## src/rtl/prom_defines.svh

```systemverilog
// Byte codes, field positions and counts of the serial programming protocol.
// Assumes inclusion by bare name from the design file.
`ifndef PROM_DEFINES_SVH
`define PROM_DEFINES_SVH
`define MATCH1        8'h86
`define MATCH2        8'h79
`define OP_WRITE      8'h30
`define OP_ERASE      8'hF0
`define ERR_OPCODE    8'hA1
`define ERR_COMM      8'hA3
`define ERR_OTHER     8'h63
`define ERR_REPEAT    2'h3
`define ACK_OK        8'h55
`define ACK_OVW       8'hAA
`define BLANK         8'hFF
`define SECT_LO       8'h08
`define SECT_HI       8'h0F
`define CHIP_CODE     8'h20
`define FLASH_LO_NIB  4'h8
`define SECT_BYTES    32'h0000_1000
`define CHIP_BYTES    32'h0000_8000
`define PADDR_BYTES   3'h6
`define HEX_TYPE_POS  3'h3
`define HEX_DATA_POS  3'h4
`define HEX_TYPE_END  8'h01
`endif

```

## src/rtl/prom_pkg.sv

```systemverilog
// Types shared by the serial programming interpreter.
// Assumes nothing beyond the constants header.
`default_nettype none
package prom_pkg;
    typedef struct packed {
        logic       valid;
        logic       err;
        logic [7:0] data;
    } rx_t;
    typedef struct packed {
        logic        rd;
        logic        wr;
        logic        erase_sector;
        logic        erase_chip;
        logic [15:0] addr;
        logic [7:0]  data;
    } fl_cmd_t;
endpackage : prom_pkg
`default_nettype wire

```

## src/rtl/prom_cmd.sv

```systemverilog
// Serial programming interpreter: matching, write and erase commands.
// Assumes a byte receiver/transmitter outside and a flash macro with a
// one-cycle read latency and a busy level.
//
// What this block does
// - Erase codes 0x08..0x0F erase the 4K sector named by the low nibble if the top area is not blank and security is off, else go idle.
// - Reserved erase codes 0x00..0x07 and 0x10..0x1F stop and go idle.
// - Erase code 0x20 or above erases the whole array.
// - Sector erase where no flash exists stops and goes idle.
// - First byte 0x86 adjusts baud; echoed on success, silence on error.
// - Second byte 0x79 echoed on success, silence on error.
// - Write opcode 0x30 is echoed when accepted.
// - Failed opcode stage sends one error code three times, then idle.
// - Blank top area skips password authentication and string.
// - Both addresses always sent; a bad one stops and goes idle.
// - Write with security enabled stops and goes idle.
// - Receive error during password addresses or string goes idle.
// - After data, status byte 0x55, or 0xAA on overwrite.
// - Non-blank target location is left unwritten.
// - 16-bit checksum over resulting contents, high byte first.
// - After checksum low byte, wait for the next opcode.
// - Sector erase clears 4K units; codes 0x08..0x0F are sector erase.
// - Whole-array erase clears security; sector erase does not.
`timescale 1ns/1ps
`default_nettype none
`include "prom_defines.svh"
module prom_cmd (
    // Clock and reset
    input  wire logic              clk,
    input  wire logic              resetn,
    // Received bytes
    input  wire prom_pkg::rx_t     rx,
    output logic                   rx_ready,
    output logic                   baud_lock,
    // Transmitted bytes
    output logic                   tx_valid,
    output logic [7:0]             tx_data,
    input  wire logic              tx_ready,
    // Flash macro
    output prom_pkg::fl_cmd_t      fl_cmd,
    output logic                   sec_clear,
    input  wire logic [7:0]        fl_rdata,
    input  wire logic              fl_busy,
    // Password and security status
    input  wire logic              top_blank,
    input  wire logic              security_en,
    input  wire logic              pwd_addr_ok,
    input  wire logic              pwd_ok,
    input  wire logic [7:0]        pwd_len,
    output logic [23:0]            pwd_cnt_addr,
    output logic [23:0]            pwd_cmp_addr,
    output logic                   pwd_stb,
    output logic [7:0]             pwd_dat,
    output logic                   idle
);
    typedef enum logic [4:0] {
        S_SYNC1, S_SYNC2, S_OPC, S_ERRTX, S_PADDR, S_PCHK, S_PWD,
        S_PEND, S_ECODE, S_ERASE, S_EWAIT, S_HEX, S_RD, S_CMP, S_STAT,
        S_CKH, S_CKL, S_IDLE
    } state_t;

    state_t             st_ff, nxt_st;
    logic               tx_vld_ff, nxt_tx_vld;
    logic [7:0]         tx_dat_ff, nxt_tx_dat;
    logic [7:0]         cnt_ff, nxt_cnt;
    logic [2:0]         idx_ff, nxt_idx;
    logic [7:0]         len_ff, nxt_len;
    logic [7:0]         typ_ff, nxt_typ;
    logic [15:0]        addr_ff, nxt_addr;
    logic [7:0]         dat_ff, nxt_dat;
    logic [15:0]        sum_ff, nxt_sum;
    logic               ovw_ff, nxt_ovw;
    logic               wr_op_ff, nxt_wr_op;
    logic [7:0]         err_ff, nxt_err;
    logic [47:0]        pa_ff, nxt_pa;
    logic               baud_ff, nxt_baud;
    logic               pstb_ff, nxt_pstb;
    logic [7:0]         pdat_ff, nxt_pdat;
    logic               secc_ff, nxt_secc;
    prom_pkg::fl_cmd_t  fl_ff, nxt_fl;

    // 16-bit wrap-around byte sum
    function automatic logic [15:0] add8(input logic [15:0] s,
                                         input logic [7:0] b);
        add8 = s + {8'h00, b};
    endfunction : add8

    // Low 16 bits of a run of blank bytes
    function automatic logic [15:0] blank_sum(input logic [31:0] n);
        logic [31:0] p;
        p = n * {24'h0, `BLANK};
        blank_sum = p[15:0];
    endfunction : blank_sum

    //------------------------------------------------------------
    // Outputs
    //------------------------------------------------------------
    always_comb begin
        case (st_ff)
            S_SYNC1, S_SYNC2, S_OPC, S_PADDR, S_ECODE:
                rx_ready = !tx_vld_ff;
            // A spent password count hands over without taking a byte
            S_PWD:
                rx_ready = !tx_vld_ff && cnt_ff != 8'h00;
            // Read data stands one cycle only, so no data byte while a write runs
            S_HEX:
                rx_ready = !tx_vld_ff && !fl_busy && !fl_ff.wr;
            default:
                rx_ready = 1'b0;
        endcase
    end

    assign tx_valid     = tx_vld_ff;
    assign tx_data      = tx_dat_ff;
    assign fl_cmd       = fl_ff;
    assign sec_clear    = secc_ff;
    assign baud_lock    = baud_ff;
    assign pwd_cnt_addr = pa_ff[47:24];
    assign pwd_cmp_addr = pa_ff[23:0];
    assign pwd_stb      = pstb_ff;
    assign pwd_dat      = pdat_ff;
    assign idle         = (st_ff == S_IDLE);

    //------------------------------------------------------------
    // Next state
    //------------------------------------------------------------
    always_comb begin
        logic take;
        logic [7:0] d;
        take       = rx.valid && rx_ready;
        d          = rx.data;
        nxt_st     = st_ff;
        nxt_tx_vld = tx_vld_ff && !tx_ready;
        nxt_tx_dat = tx_dat_ff;
        nxt_cnt    = cnt_ff;
        nxt_idx    = idx_ff;
        nxt_len    = len_ff;
        nxt_typ    = typ_ff;
        nxt_addr   = addr_ff;
        nxt_dat    = dat_ff;
        nxt_sum    = sum_ff;
        nxt_ovw    = ovw_ff;
        nxt_wr_op  = wr_op_ff;
        nxt_err    = err_ff;
        nxt_pa     = pa_ff;
        nxt_baud   = 1'b0;
        nxt_pstb   = 1'b0;
        nxt_pdat   = pdat_ff;
        nxt_secc   = 1'b0;
        nxt_fl     = '0;
        nxt_fl.addr = fl_ff.addr;
        nxt_fl.data = fl_ff.data;
        case (st_ff)
            S_SYNC1: begin
                if (take && !rx.err && d == `MATCH1) begin
                    nxt_baud   = 1'b1;
                    nxt_tx_vld = 1'b1;
                    nxt_tx_dat = `MATCH1;
                    nxt_st     = S_SYNC2;
                end
            end
            S_SYNC2: begin
                if (take && !rx.err && d == `MATCH2) begin
                    nxt_tx_vld = 1'b1;
                    nxt_tx_dat = `MATCH2;
                    nxt_st     = S_OPC;
                end
            end
            S_OPC: begin
                if (take) begin
                    nxt_cnt = 8'h00;
                    nxt_idx = 3'h0;
                    nxt_sum = 16'h0000;
                    nxt_ovw = 1'b0;
                    if (rx.err) begin
                        nxt_err = `ERR_COMM;
                        nxt_st  = S_ERRTX;
                    end else if (d == `OP_WRITE || d == `OP_ERASE) begin
                        nxt_wr_op  = (d == `OP_WRITE);
                        nxt_tx_vld = 1'b1;
                        nxt_tx_dat = d;
                        nxt_st     = S_PADDR;
                    end else begin
                        nxt_err = `ERR_OPCODE;
                        nxt_st  = S_ERRTX;
                    end
                end
            end
            S_ERRTX: begin
                if (!tx_vld_ff) begin
                    if (cnt_ff[1:0] == `ERR_REPEAT) begin
                        nxt_st = S_IDLE;
                    end else begin
                        nxt_tx_vld = 1'b1;
                        nxt_tx_dat = err_ff;
                        nxt_cnt    = cnt_ff + 8'h01;
                    end
                end
            end
            S_PADDR: begin
                if (take) begin
                    if (rx.err) begin
                        nxt_st = S_IDLE;
                    end else begin
                        nxt_pa  = {pa_ff[39:0], d};
                        nxt_idx = idx_ff + 3'h1;
                        if (idx_ff == `PADDR_BYTES - 3'h1) begin
                            nxt_st = S_PCHK;
                        end
                    end
                end
            end
            S_PCHK: begin
                nxt_cnt = pwd_len;
                if (!pwd_addr_ok) begin
                    nxt_st = S_IDLE;
                end else if (top_blank) begin
                    nxt_st = S_PEND;
                end else begin
                    nxt_st = S_PWD;
                end
            end
            S_PWD: begin
                if (cnt_ff == 8'h00) begin
                    nxt_st = S_PEND;
                end else if (take) begin
                    if (rx.err) begin
                        nxt_st = S_IDLE;
                    end else begin
                        nxt_pstb = 1'b1;
                        nxt_pdat = d;
                        nxt_cnt  = cnt_ff - 8'h01;
                    end
                end
            end
            S_PEND: begin
                nxt_idx = 3'h0;
                if (!top_blank && !pwd_ok) begin
                    nxt_st = S_IDLE;
                end else if (wr_op_ff && security_en) begin
                    nxt_st = S_IDLE;
                end else if (wr_op_ff) begin
                    nxt_st = S_HEX;
                end else begin
                    nxt_st = S_ECODE;
                end
            end
            S_ECODE: begin
                if (take) begin
                    nxt_dat = d;
                    if (rx.err) begin
                        nxt_st = S_IDLE;
                    end else if (d >= `CHIP_CODE) begin
                        nxt_st = S_ERASE;
                    end else if (d < `SECT_LO || d > `SECT_HI) begin
                        nxt_st = S_IDLE;
                    end else if (d[3:0] < `FLASH_LO_NIB) begin
                        nxt_st = S_IDLE;
                    end else if (top_blank || security_en) begin
                        nxt_st = S_IDLE;
                    end else begin
                        nxt_st = S_ERASE;
                    end
                end
            end
            S_ERASE: begin
                if (!fl_busy) begin
                    nxt_fl.addr = {dat_ff[3:0], 12'h000};
                    if (dat_ff >= `CHIP_CODE) begin
                        nxt_fl.erase_chip = 1'b1;
                        nxt_secc = 1'b1;
                        nxt_sum  = blank_sum(`CHIP_BYTES);
                    end else begin
                        nxt_fl.erase_sector = 1'b1;
                        nxt_sum  = blank_sum(`SECT_BYTES);
                    end
                    nxt_st = S_EWAIT;
                end
            end
            S_EWAIT: begin
                if (!fl_busy && !fl_ff.erase_chip && !fl_ff.erase_sector) begin
                    nxt_st = S_CKH;
                end
            end
            S_HEX: begin
                if (take) begin
                    if (rx.err) begin
                        nxt_st = S_IDLE;
                    end else if (idx_ff == 3'h0) begin
                        nxt_len = d;
                        nxt_idx = 3'h1;
                    end else if (idx_ff < `HEX_TYPE_POS) begin
                        nxt_addr = {addr_ff[7:0], d};
                        nxt_idx  = idx_ff + 3'h1;
                    end else if (idx_ff == `HEX_TYPE_POS) begin
                        nxt_typ = d;
                        nxt_idx = `HEX_DATA_POS;
                    end else if (len_ff != 8'h00) begin
                        nxt_dat     = d;
                        nxt_fl.rd   = 1'b1;
                        nxt_fl.addr = addr_ff;
                        nxt_st      = S_RD;
                    end else if (typ_ff == `HEX_TYPE_END) begin
                        nxt_st = S_STAT;
                    end else begin
                        nxt_idx = 3'h0;
                    end
                end
            end
            S_RD: begin
                nxt_st = S_CMP;
            end
            S_CMP: begin
                if (!fl_busy) begin
                    if (fl_rdata != `BLANK) begin
                        nxt_ovw = 1'b1;
                        nxt_sum = add8(sum_ff, fl_rdata);
                    end else begin
                        nxt_fl.wr   = 1'b1;
                        nxt_fl.data = dat_ff;
                        nxt_sum     = add8(sum_ff, dat_ff);
                    end
                    nxt_addr = addr_ff + 16'h0001;
                    nxt_len  = len_ff - 8'h01;
                    nxt_st   = S_HEX;
                end
            end
            S_STAT: begin
                if (!tx_vld_ff && !fl_busy) begin
                    nxt_tx_vld = 1'b1;
                    nxt_tx_dat = ovw_ff ? `ACK_OVW : `ACK_OK;
                    nxt_st     = S_CKH;
                end
            end
            S_CKH: begin
                if (!tx_vld_ff) begin
                    nxt_tx_vld = 1'b1;
                    nxt_tx_dat = sum_ff[15:8];
                    nxt_st     = S_CKL;
                end
            end
            S_CKL: begin
                if (!tx_vld_ff) begin
                    nxt_tx_vld = 1'b1;
                    nxt_tx_dat = sum_ff[7:0];
                    nxt_st     = S_OPC;
                end
            end
            S_IDLE: begin
                nxt_st = S_IDLE;
            end
            default: begin
                nxt_st = S_IDLE;
            end
        endcase
    end

    //------------------------------------------------------------
    // Registers
    //------------------------------------------------------------
    always_ff @(posedge clk) begin
        if (!resetn) begin
            st_ff     <= S_SYNC1;
            tx_vld_ff <= 1'b0;
            tx_dat_ff <= 8'h00;
            cnt_ff    <= 8'h00;
            idx_ff    <= 3'h0;
            len_ff    <= 8'h00;
            typ_ff    <= 8'h00;
            addr_ff   <= 16'h0000;
            dat_ff    <= 8'h00;
            sum_ff    <= 16'h0000;
            ovw_ff    <= 1'b0;
            wr_op_ff  <= 1'b0;
            err_ff    <= 8'h00;
            pa_ff     <= 48'h0;
            baud_ff   <= 1'b0;
            pstb_ff   <= 1'b0;
            pdat_ff   <= 8'h00;
            secc_ff   <= 1'b0;
            fl_ff     <= '0;
        end else begin
            st_ff     <= nxt_st;
            tx_vld_ff <= nxt_tx_vld;
            tx_dat_ff <= nxt_tx_dat;
            cnt_ff    <= nxt_cnt;
            idx_ff    <= nxt_idx;
            len_ff    <= nxt_len;
            typ_ff    <= nxt_typ;
            addr_ff   <= nxt_addr;
            dat_ff    <= nxt_dat;
            sum_ff    <= nxt_sum;
            ovw_ff    <= nxt_ovw;
            wr_op_ff  <= nxt_wr_op;
            err_ff    <= nxt_err;
            pa_ff     <= nxt_pa;
            baud_ff   <= nxt_baud;
            pstb_ff   <= nxt_pstb;
            pdat_ff   <= nxt_pdat;
            secc_ff   <= nxt_secc;
            fl_ff     <= nxt_fl;
        end
    end
endmodule : prom_cmd
`default_nettype wire

```

## config.mk

```make
export PLATFORM = sky130hd
export DESIGN_NAME = prom_cmd
export DESIGN_NICKNAME = d
export VERILOG_FILES = /design/src/rtl/prom_pkg.sv /design/src/rtl/prom_cmd.sv
export VERILOG_INCLUDE_DIRS = /design/src /design/src/rtl
export SDC_FILE = /design/constraint.sdc
export NUM_CORES = 1
export LEC_CHECK = 0
export ABC_AREA = 0
export BUFFER_PORTS_ARGS = -buffer_cell sky130_fd_sc_hd__clkbuf_2
export CORE_UTILIZATION = 40
export CTS_BUF_LIST = sky130_fd_sc_hd__clkbuf_16
export CTS_CLUSTER_SIZE = 12
export DETAILED_ROUTE_END_ITERATION = 10
export SYNTH_ARGS = -nofsm -noshare
export SYNTH_HDL_FRONTEND = slang
export SYNTH_SLANG_ARGS = --single-unit
export TNS_END_PERCENT = 5
```

## constraint.sdc

```tcl
create_clock -name clk -period 4.8 [get_ports clk]
set_input_delay 0.72 -clock clk [delete_from_list [all_inputs] [get_ports clk]]
set_output_delay 0.72 -clock clk [all_outputs]
set_load 0.1 [all_outputs]
```

==> results of run 1 <==
cells by family (layout without fill, tap and decap cells):
logic type / Yosys count / in the layout / synth area share
AOI/OAI and AO/OA: 327 / 327 / 0.244
muxes: 41 / 41 / 0.0452
buffers and inverters: 101 / 198 / 0.0481
and+or+nand+nor: 456 / 456 / 0.238
xor gates and xnor gates: 14 / 14 / 0.0135
DFF: 171 / 171 / 0.376
adders and majority gates: 24 / 24 / 0.0346
worst max path at each step:
stage,from,to,slack [ns],cells after the start
global placement,st_ff[1],fl_cmd[22],1.36,7
floorplan,fl_cmd[26],rx_ready,1.15,3
CTS,st_ff[1],rx_ready,1.14,5
finish,st_ff[1],rx_ready,1.11,5
global route,st_ff[1],fl_cmd[21],0.96,7
detailed placement,st_ff[1],fl_cmd[23],1.38,7
power by group through the flow:
| stage | Combinational (mW) | Clock (mW) | Sequential [mW] |
|---|---|---|---|
| after floorplan | 0.358 | 0 | 1.58 |
| after detailed placement | 0.556 | 0 | 1.52 |
| final | 0.565 | 1.38 | 1.49 |
| after global routing | 0.606 | 1.47 | 1.49 |
| after global placement | 0.558 | 0 | 1.52 |
| after CTS | 0.558 | 1.41 | 1.49 |
Yosys cell counts (9+ instances only):
master | number | share of area
a211oi_1 | 18 | 0.015
a21oi_1 | 102 | 0.056
a22oi_1 | 17 | 0.014
a311oi_1 | 10 | 0.0096
buf_2 | 19 | 0.010
clkbuf_1 | 51 | 0.021
dfxtp_1 | 171 | 0.38
ha_1 | 22 | 0.030
inv_1 | 19 | 0.0078
mux2i_1 | 40 | 0.044
nand2_1 | 181 | 0.075
nand3_1 | 22 | 0.012
nand4_1 | 22 | 0.015
nor2_1 | 114 | 0.047
nor2b_1 | 13 | 0.0089
nor3_1 | 23 | 0.013
nor4_1 | 9 | 0.0062
o21a_1 | 15 | 0.012
o21ai_0 | 35 | 0.019
o21ai_1 | 17 | 0.0093
o31ai_1 | 9 | 0.0074
xnor2_1 | 9 | 0.0087
final cells by class:
cell class,count,area [um2],share of cell area
Clock buffer,17,425,0.0406
Clock inverter,15,176,0.0168
Inverter,20,77.6,0.00741
Multi-Input combinational cell,862,5250,0.501
Sequential cell,171,3420,0.327
Tap cell,280,350,0.0335
Timing Repair Buffer,146,768,0.0734
tightest hold or removal path: stages (launching register included):
cell     delay (ns)
dfxtp_1        0.31
nand2_1        0.05
o21ai_1        0.05
flip-flops by register name (all words and copies together) (netlist names), 5 cells and up:
name     count
addr_ff     16
cnt_ff       8
dat_ff       8
fl_cmd      28
len_ff       8
pa_ff       48
pwd_dat      8
st_ff        5
sum_ff      16
tx_data      8
typ_ff       8
per-stage QoR:
step	power (mW)	setup WS, ns
floorplan	1.94	1.15
global placement	2.08	1.36
detailed placement	2.07	1.38
CTS	3.46	1.14
global route	3.57	0.961
finish	3.44	1.11
per-layer routing:
layer	share of wire	GRT usage	wire, um	up-vias
li1	-	-	-	4307
met1	0.46	0.326	12800	4071
met2	0.44	0.363	12200	369
met3	0.069	0.0459	1920	80
met4	0.035	0.106	979	0
met5	0	0	0	-
==> results.ini, run 1 <==
[clock_tree]
cts_tree=built
htree_levels=4
cts_hold_buf=0
path_clk_slew_ns=0.07
postCtsSetupBuffers=0
cts_made_buffers=17
insertion_delay_ns=0.44
numClockSinks=171
cts.repair.resized=0
cts_buffer_depth=2
root_buffer=clkbuf_16

[timing]
rsz0062_at_grt=false
hold_viol=0
finClkSkew_ns=0.0132
min_period_over_period=0.768
setup_tns_ns=0
fmax_ghz=0.271
slew_headroom=0.241
setup_viol=0
maxSlewViolCount=0
tightest_slew_ns=1.13
holdWs_ns=0.448
fin_crit_ns=3.69

[hold_path]
hold_path_depth=2
hold_class=reg2reg
min_from=fl_cmd[12]
holdPathEnd=fl_cmd[12]

[power]
p_leak_nw=4.03
ir_drop_uv=219
p_seq_frac=0.433
p_switching_mw=1.13
switching_share=0.328
power_density_nw_per_um2=328
clkPwrFrac=0.403
comb_power_share=0.164
p_int_mw=2.31

[routing]
firstDrtPassIters=6
routed-via-count=8827
ant_nets=0
routed_wl_mm=27.9
routedWlPerCell_um=18.5
drt_first_iter_violations=941
vias_per_cell=5.84
drc=0

[placement]
hpwl_mm=19.3
port_buffers=131
routabilityCongestion=0.964
placed_area_um2=9870
dpl.cell_count=1479

[worst_setup_path]
cp_top_family=buffers and inverters
arrival_ns=2.97
cp_max_fo=20
critPathSlowestCell=dfxtp_1
critPathKind=reg2out
required_ns=4.08
worstPathCellList=buf_4, nor3b_2, o211ai_2, a31oi_1, clkbuf_2
slowest_delay_ns=0.65
cp-start-kind=register
path_buf_inv=2
crit_path_end_kind=output port
r2r_start=st_ff[1]
r2r_cells=7
r2r-end=fl_cmd[22]
r2r_slack_ns=1.28

[floorplanning]
rows=54
die_x_um=153
start_util=0.412
dieArea_um2=23400
ioPinCount=132
die_h_um=153
fp.coreArea_um2=22100

[logic_synthesis]
synth_top_flop_cell=dfxtp_1
yosysWarningCount=0
synth_seq_area_share=0.376
synth_cell_type_count=92
syn-instance-count=1134
syn_nets=1192
syn-cell-area_um2=9110
ys_ff_latch=171
avgSynthCellArea_um2=8.03
synthArstFlopShare=0
synth_edf_count=0

[global_route]
grt_max_degree=85
antenna_found_initial=0
gr-usage-all-layers=0.238
grt_pass1_vias=8000
grt_pass1_wl_mm=44.5
grt.overflow.total=0

[status]
status=complete, no violations

[run]
cap_viol_max_count=0

[layout]
final_cell_mix=181 x nand2_1, 171 x dfxtp_1, 131 x clkbuf_2
design_area_um2=10500
final_common_cell=nand2_1
diodes=0
post-route-util=0.474
final_net_count=1276
drive_gt1_frac=0.165
filler_cell_count=2216
final_cells=1511
areaGrowthSynthToFinish_pct=15.0

Power figures use the tool's default switching activity.
==> inputs of run 2 (changes only) <==
==> constraint.sdc (replaced) <==
create_clock -name clk -period 3.3 [get_ports clk]
set_input_delay 0.495 -clock clk [delete_from_list [all_inputs] [get_ports clk]]
set_output_delay 0.495 -clock clk [all_outputs]
set_load 0.1 [all_outputs]
==> run 2 against run 1 <==
Against the previous run: worst setup slack lost 0.70 ns; final cell count increased by 2.4%; final area is 3.2% higher; critical path depth fell by 1; sequential power is 46% higher; non-clock buffer count grew 36; critical endpoint unchanged; global-route usage increased by 0.78 points; critical path type unchanged; largest cell class unchanged; register-to-register slack got worse by 0.77 ns; utilization up 1.5 points.
==> results.ini, run 2 (synthesized netlist as in run 1, its figures left out) <==
[timing]
fmax_ghz=0.346
slew_headroom=0.522
min_period_over_period=0.876
setup_viol=0
setup_ws_ns=0.409
finClkSkew_ns=0.0124
fin_crit_ns=2.89
rsz0062_at_grt=false
tightest_slew_ns=0.717
hold_viol=0
maxSlewViolCount=0
setup_tns_ns=0

[clock_tree]
cts_tree=built
postCtsSetupBuffers=0
cts.repair.resized=0
cts_hold_buf=0
htree_levels=4
insertion_delay_ns=0.43
numClockSinks=171
path_clk_slew_ns=0.08
root_buffer=clkbuf_16
cts_made_buffers=17
cts_buffer_depth=2

[floorplanning]
die_h_um=153
start_util=0.412
rows=54
ioPinCount=132
fp.coreArea_um2=22100
dieArea_um2=23400
die_x_um=153

[run]
cap_viol_max_count=0

[worst_setup_path]
r2r_start=st_ff[4]
r2r_slack_ns=0.51
critPathLaunch=st_ff[3]
required_ns=2.80
slowest_delay_ns=0.76
critPathKind=reg2out
cp-start-kind=register
cp_max_fo=20
r2r_cells=10
crit_path_end_kind=output port
critPathSlowestCell=dfxtp_1
r2r-end=cnt_ff[7]
worstPathCellList=nor4b_1, nand2_1, a31oi_2, buf_4
arrival_ns=2.40

[hold_path]
hold_class=in2reg
min_from=pwd_len[5]
holdPathEnd=cnt_ff[5]
hold_path_depth=3

[global_route]
grt.overflow.total=0
grt_pass1_vias=8124
use_met1=0.341
antenna_found_initial=1
grt_util_met2=0.389
grt_pass1_wl_mm=45.6
grtUsageMet3=0.0343
gr-usage-all-layers=0.246
grt_max_degree=49
grt_most_used_layer=met2

[layout]
final_net_count=1312
largest_reg_flops=48
final_cell_mix=181 x nand2_1, 171 x dfxtp_1, 130 x clkbuf_2
multiInputGateArea_um2=5250
post-route-util=0.489
areaGrowthSynthToFinish_pct=18.6
regArea_um2=3420
largest-register=pa_ff
filler_cell_count=2212
final_common_cell=nand2_1
drive_gt1_frac=0.189

[placement]
routabilityCongestion=0.930
port_buffers=131
hpwl_mm=20.6
place_ws_ns=0.180

[routing]
vias_per_cell=5.79
routed-via-count=8965
routedWlPerCell_um=18.7
routed_wl_mm=28.9
ant_nets=0
drt_first_iter_violations=719
firstDrtPassIters=5
drc=0

[power]
power.total_mw=5.11
p_leak_nw=4.24
power_density_nw_per_um2=473
ir_drop_uv=341

[status]
status=complete, no violations

==> run 2: cell count changes in the layout (fill, tap and decap cells not counted), sizes merged <==
cell and change:
clkinvlp -2, diode +1, clkinv +1, clkbuf -1
inv +1, buf +37
==> run 2: cell type report <==
cell class              count  area share
multi-input cells         862       0.486
flip-flops and latches    171       0.317
repair buffers            182      0.0998
clock buffers              17      0.0394
well taps                 280      0.0324
clock inverters            15      0.0179
inverters                  20     0.00718
diodes                      1    0.000232
==> run 2: report_power, final <==
part	total (mW)	internal [mW]	switching, mW
logic	0.878	0.278	0.600
clock network	2.06	1.04	1.02
registers	2.17	2.10	0.0637
total	5.11	3.42	1.68
==> run 2: routing by layer <==
metal  routed length [um]  part of all wire
met5                    0                 0
met4                  676             0.023
met3                 1470             0.051
met2                13400              0.46
met1                13400              0.46
==> run 2: how the worst max path moves through the flow <==
stage | slack, ns | cells after the start | endpoint
finish | 0.41 | 4 | rx_ready
global route | 0.19 | 4 | rx_ready
CTS | 0.43 | 4 | idle
detailed placement | 0.18 | 13 | sum_ff[14]
global placement | 0.29 | 13 | sum_ff[14]
floorplan | -0.1 | 4 | idle
==> run 2: worst max-delay path: cells and delay by family, from the launching register on <==
kind                   cells  cell delay, ns
DFF                        1            0.76
AOI/OAI and AO/OA          1            0.25
buffers and inverters      1            0.32
and+or+nand+nor            2            0.62
==> run 2: metrics by stage <==
step / hold slack (ns) / area (um2) / instances
final: 0.312 / 10800 / 1548
after global routing: 0.325 / 10800 / 1548
after CTS: 0.295 / 10800 / 1547
after detailed placement: 0.443 / 10200 / 1515
after global placement: 0.436 / 10200 / 1515
after floorplan: 0.440 / 9110 / 1134
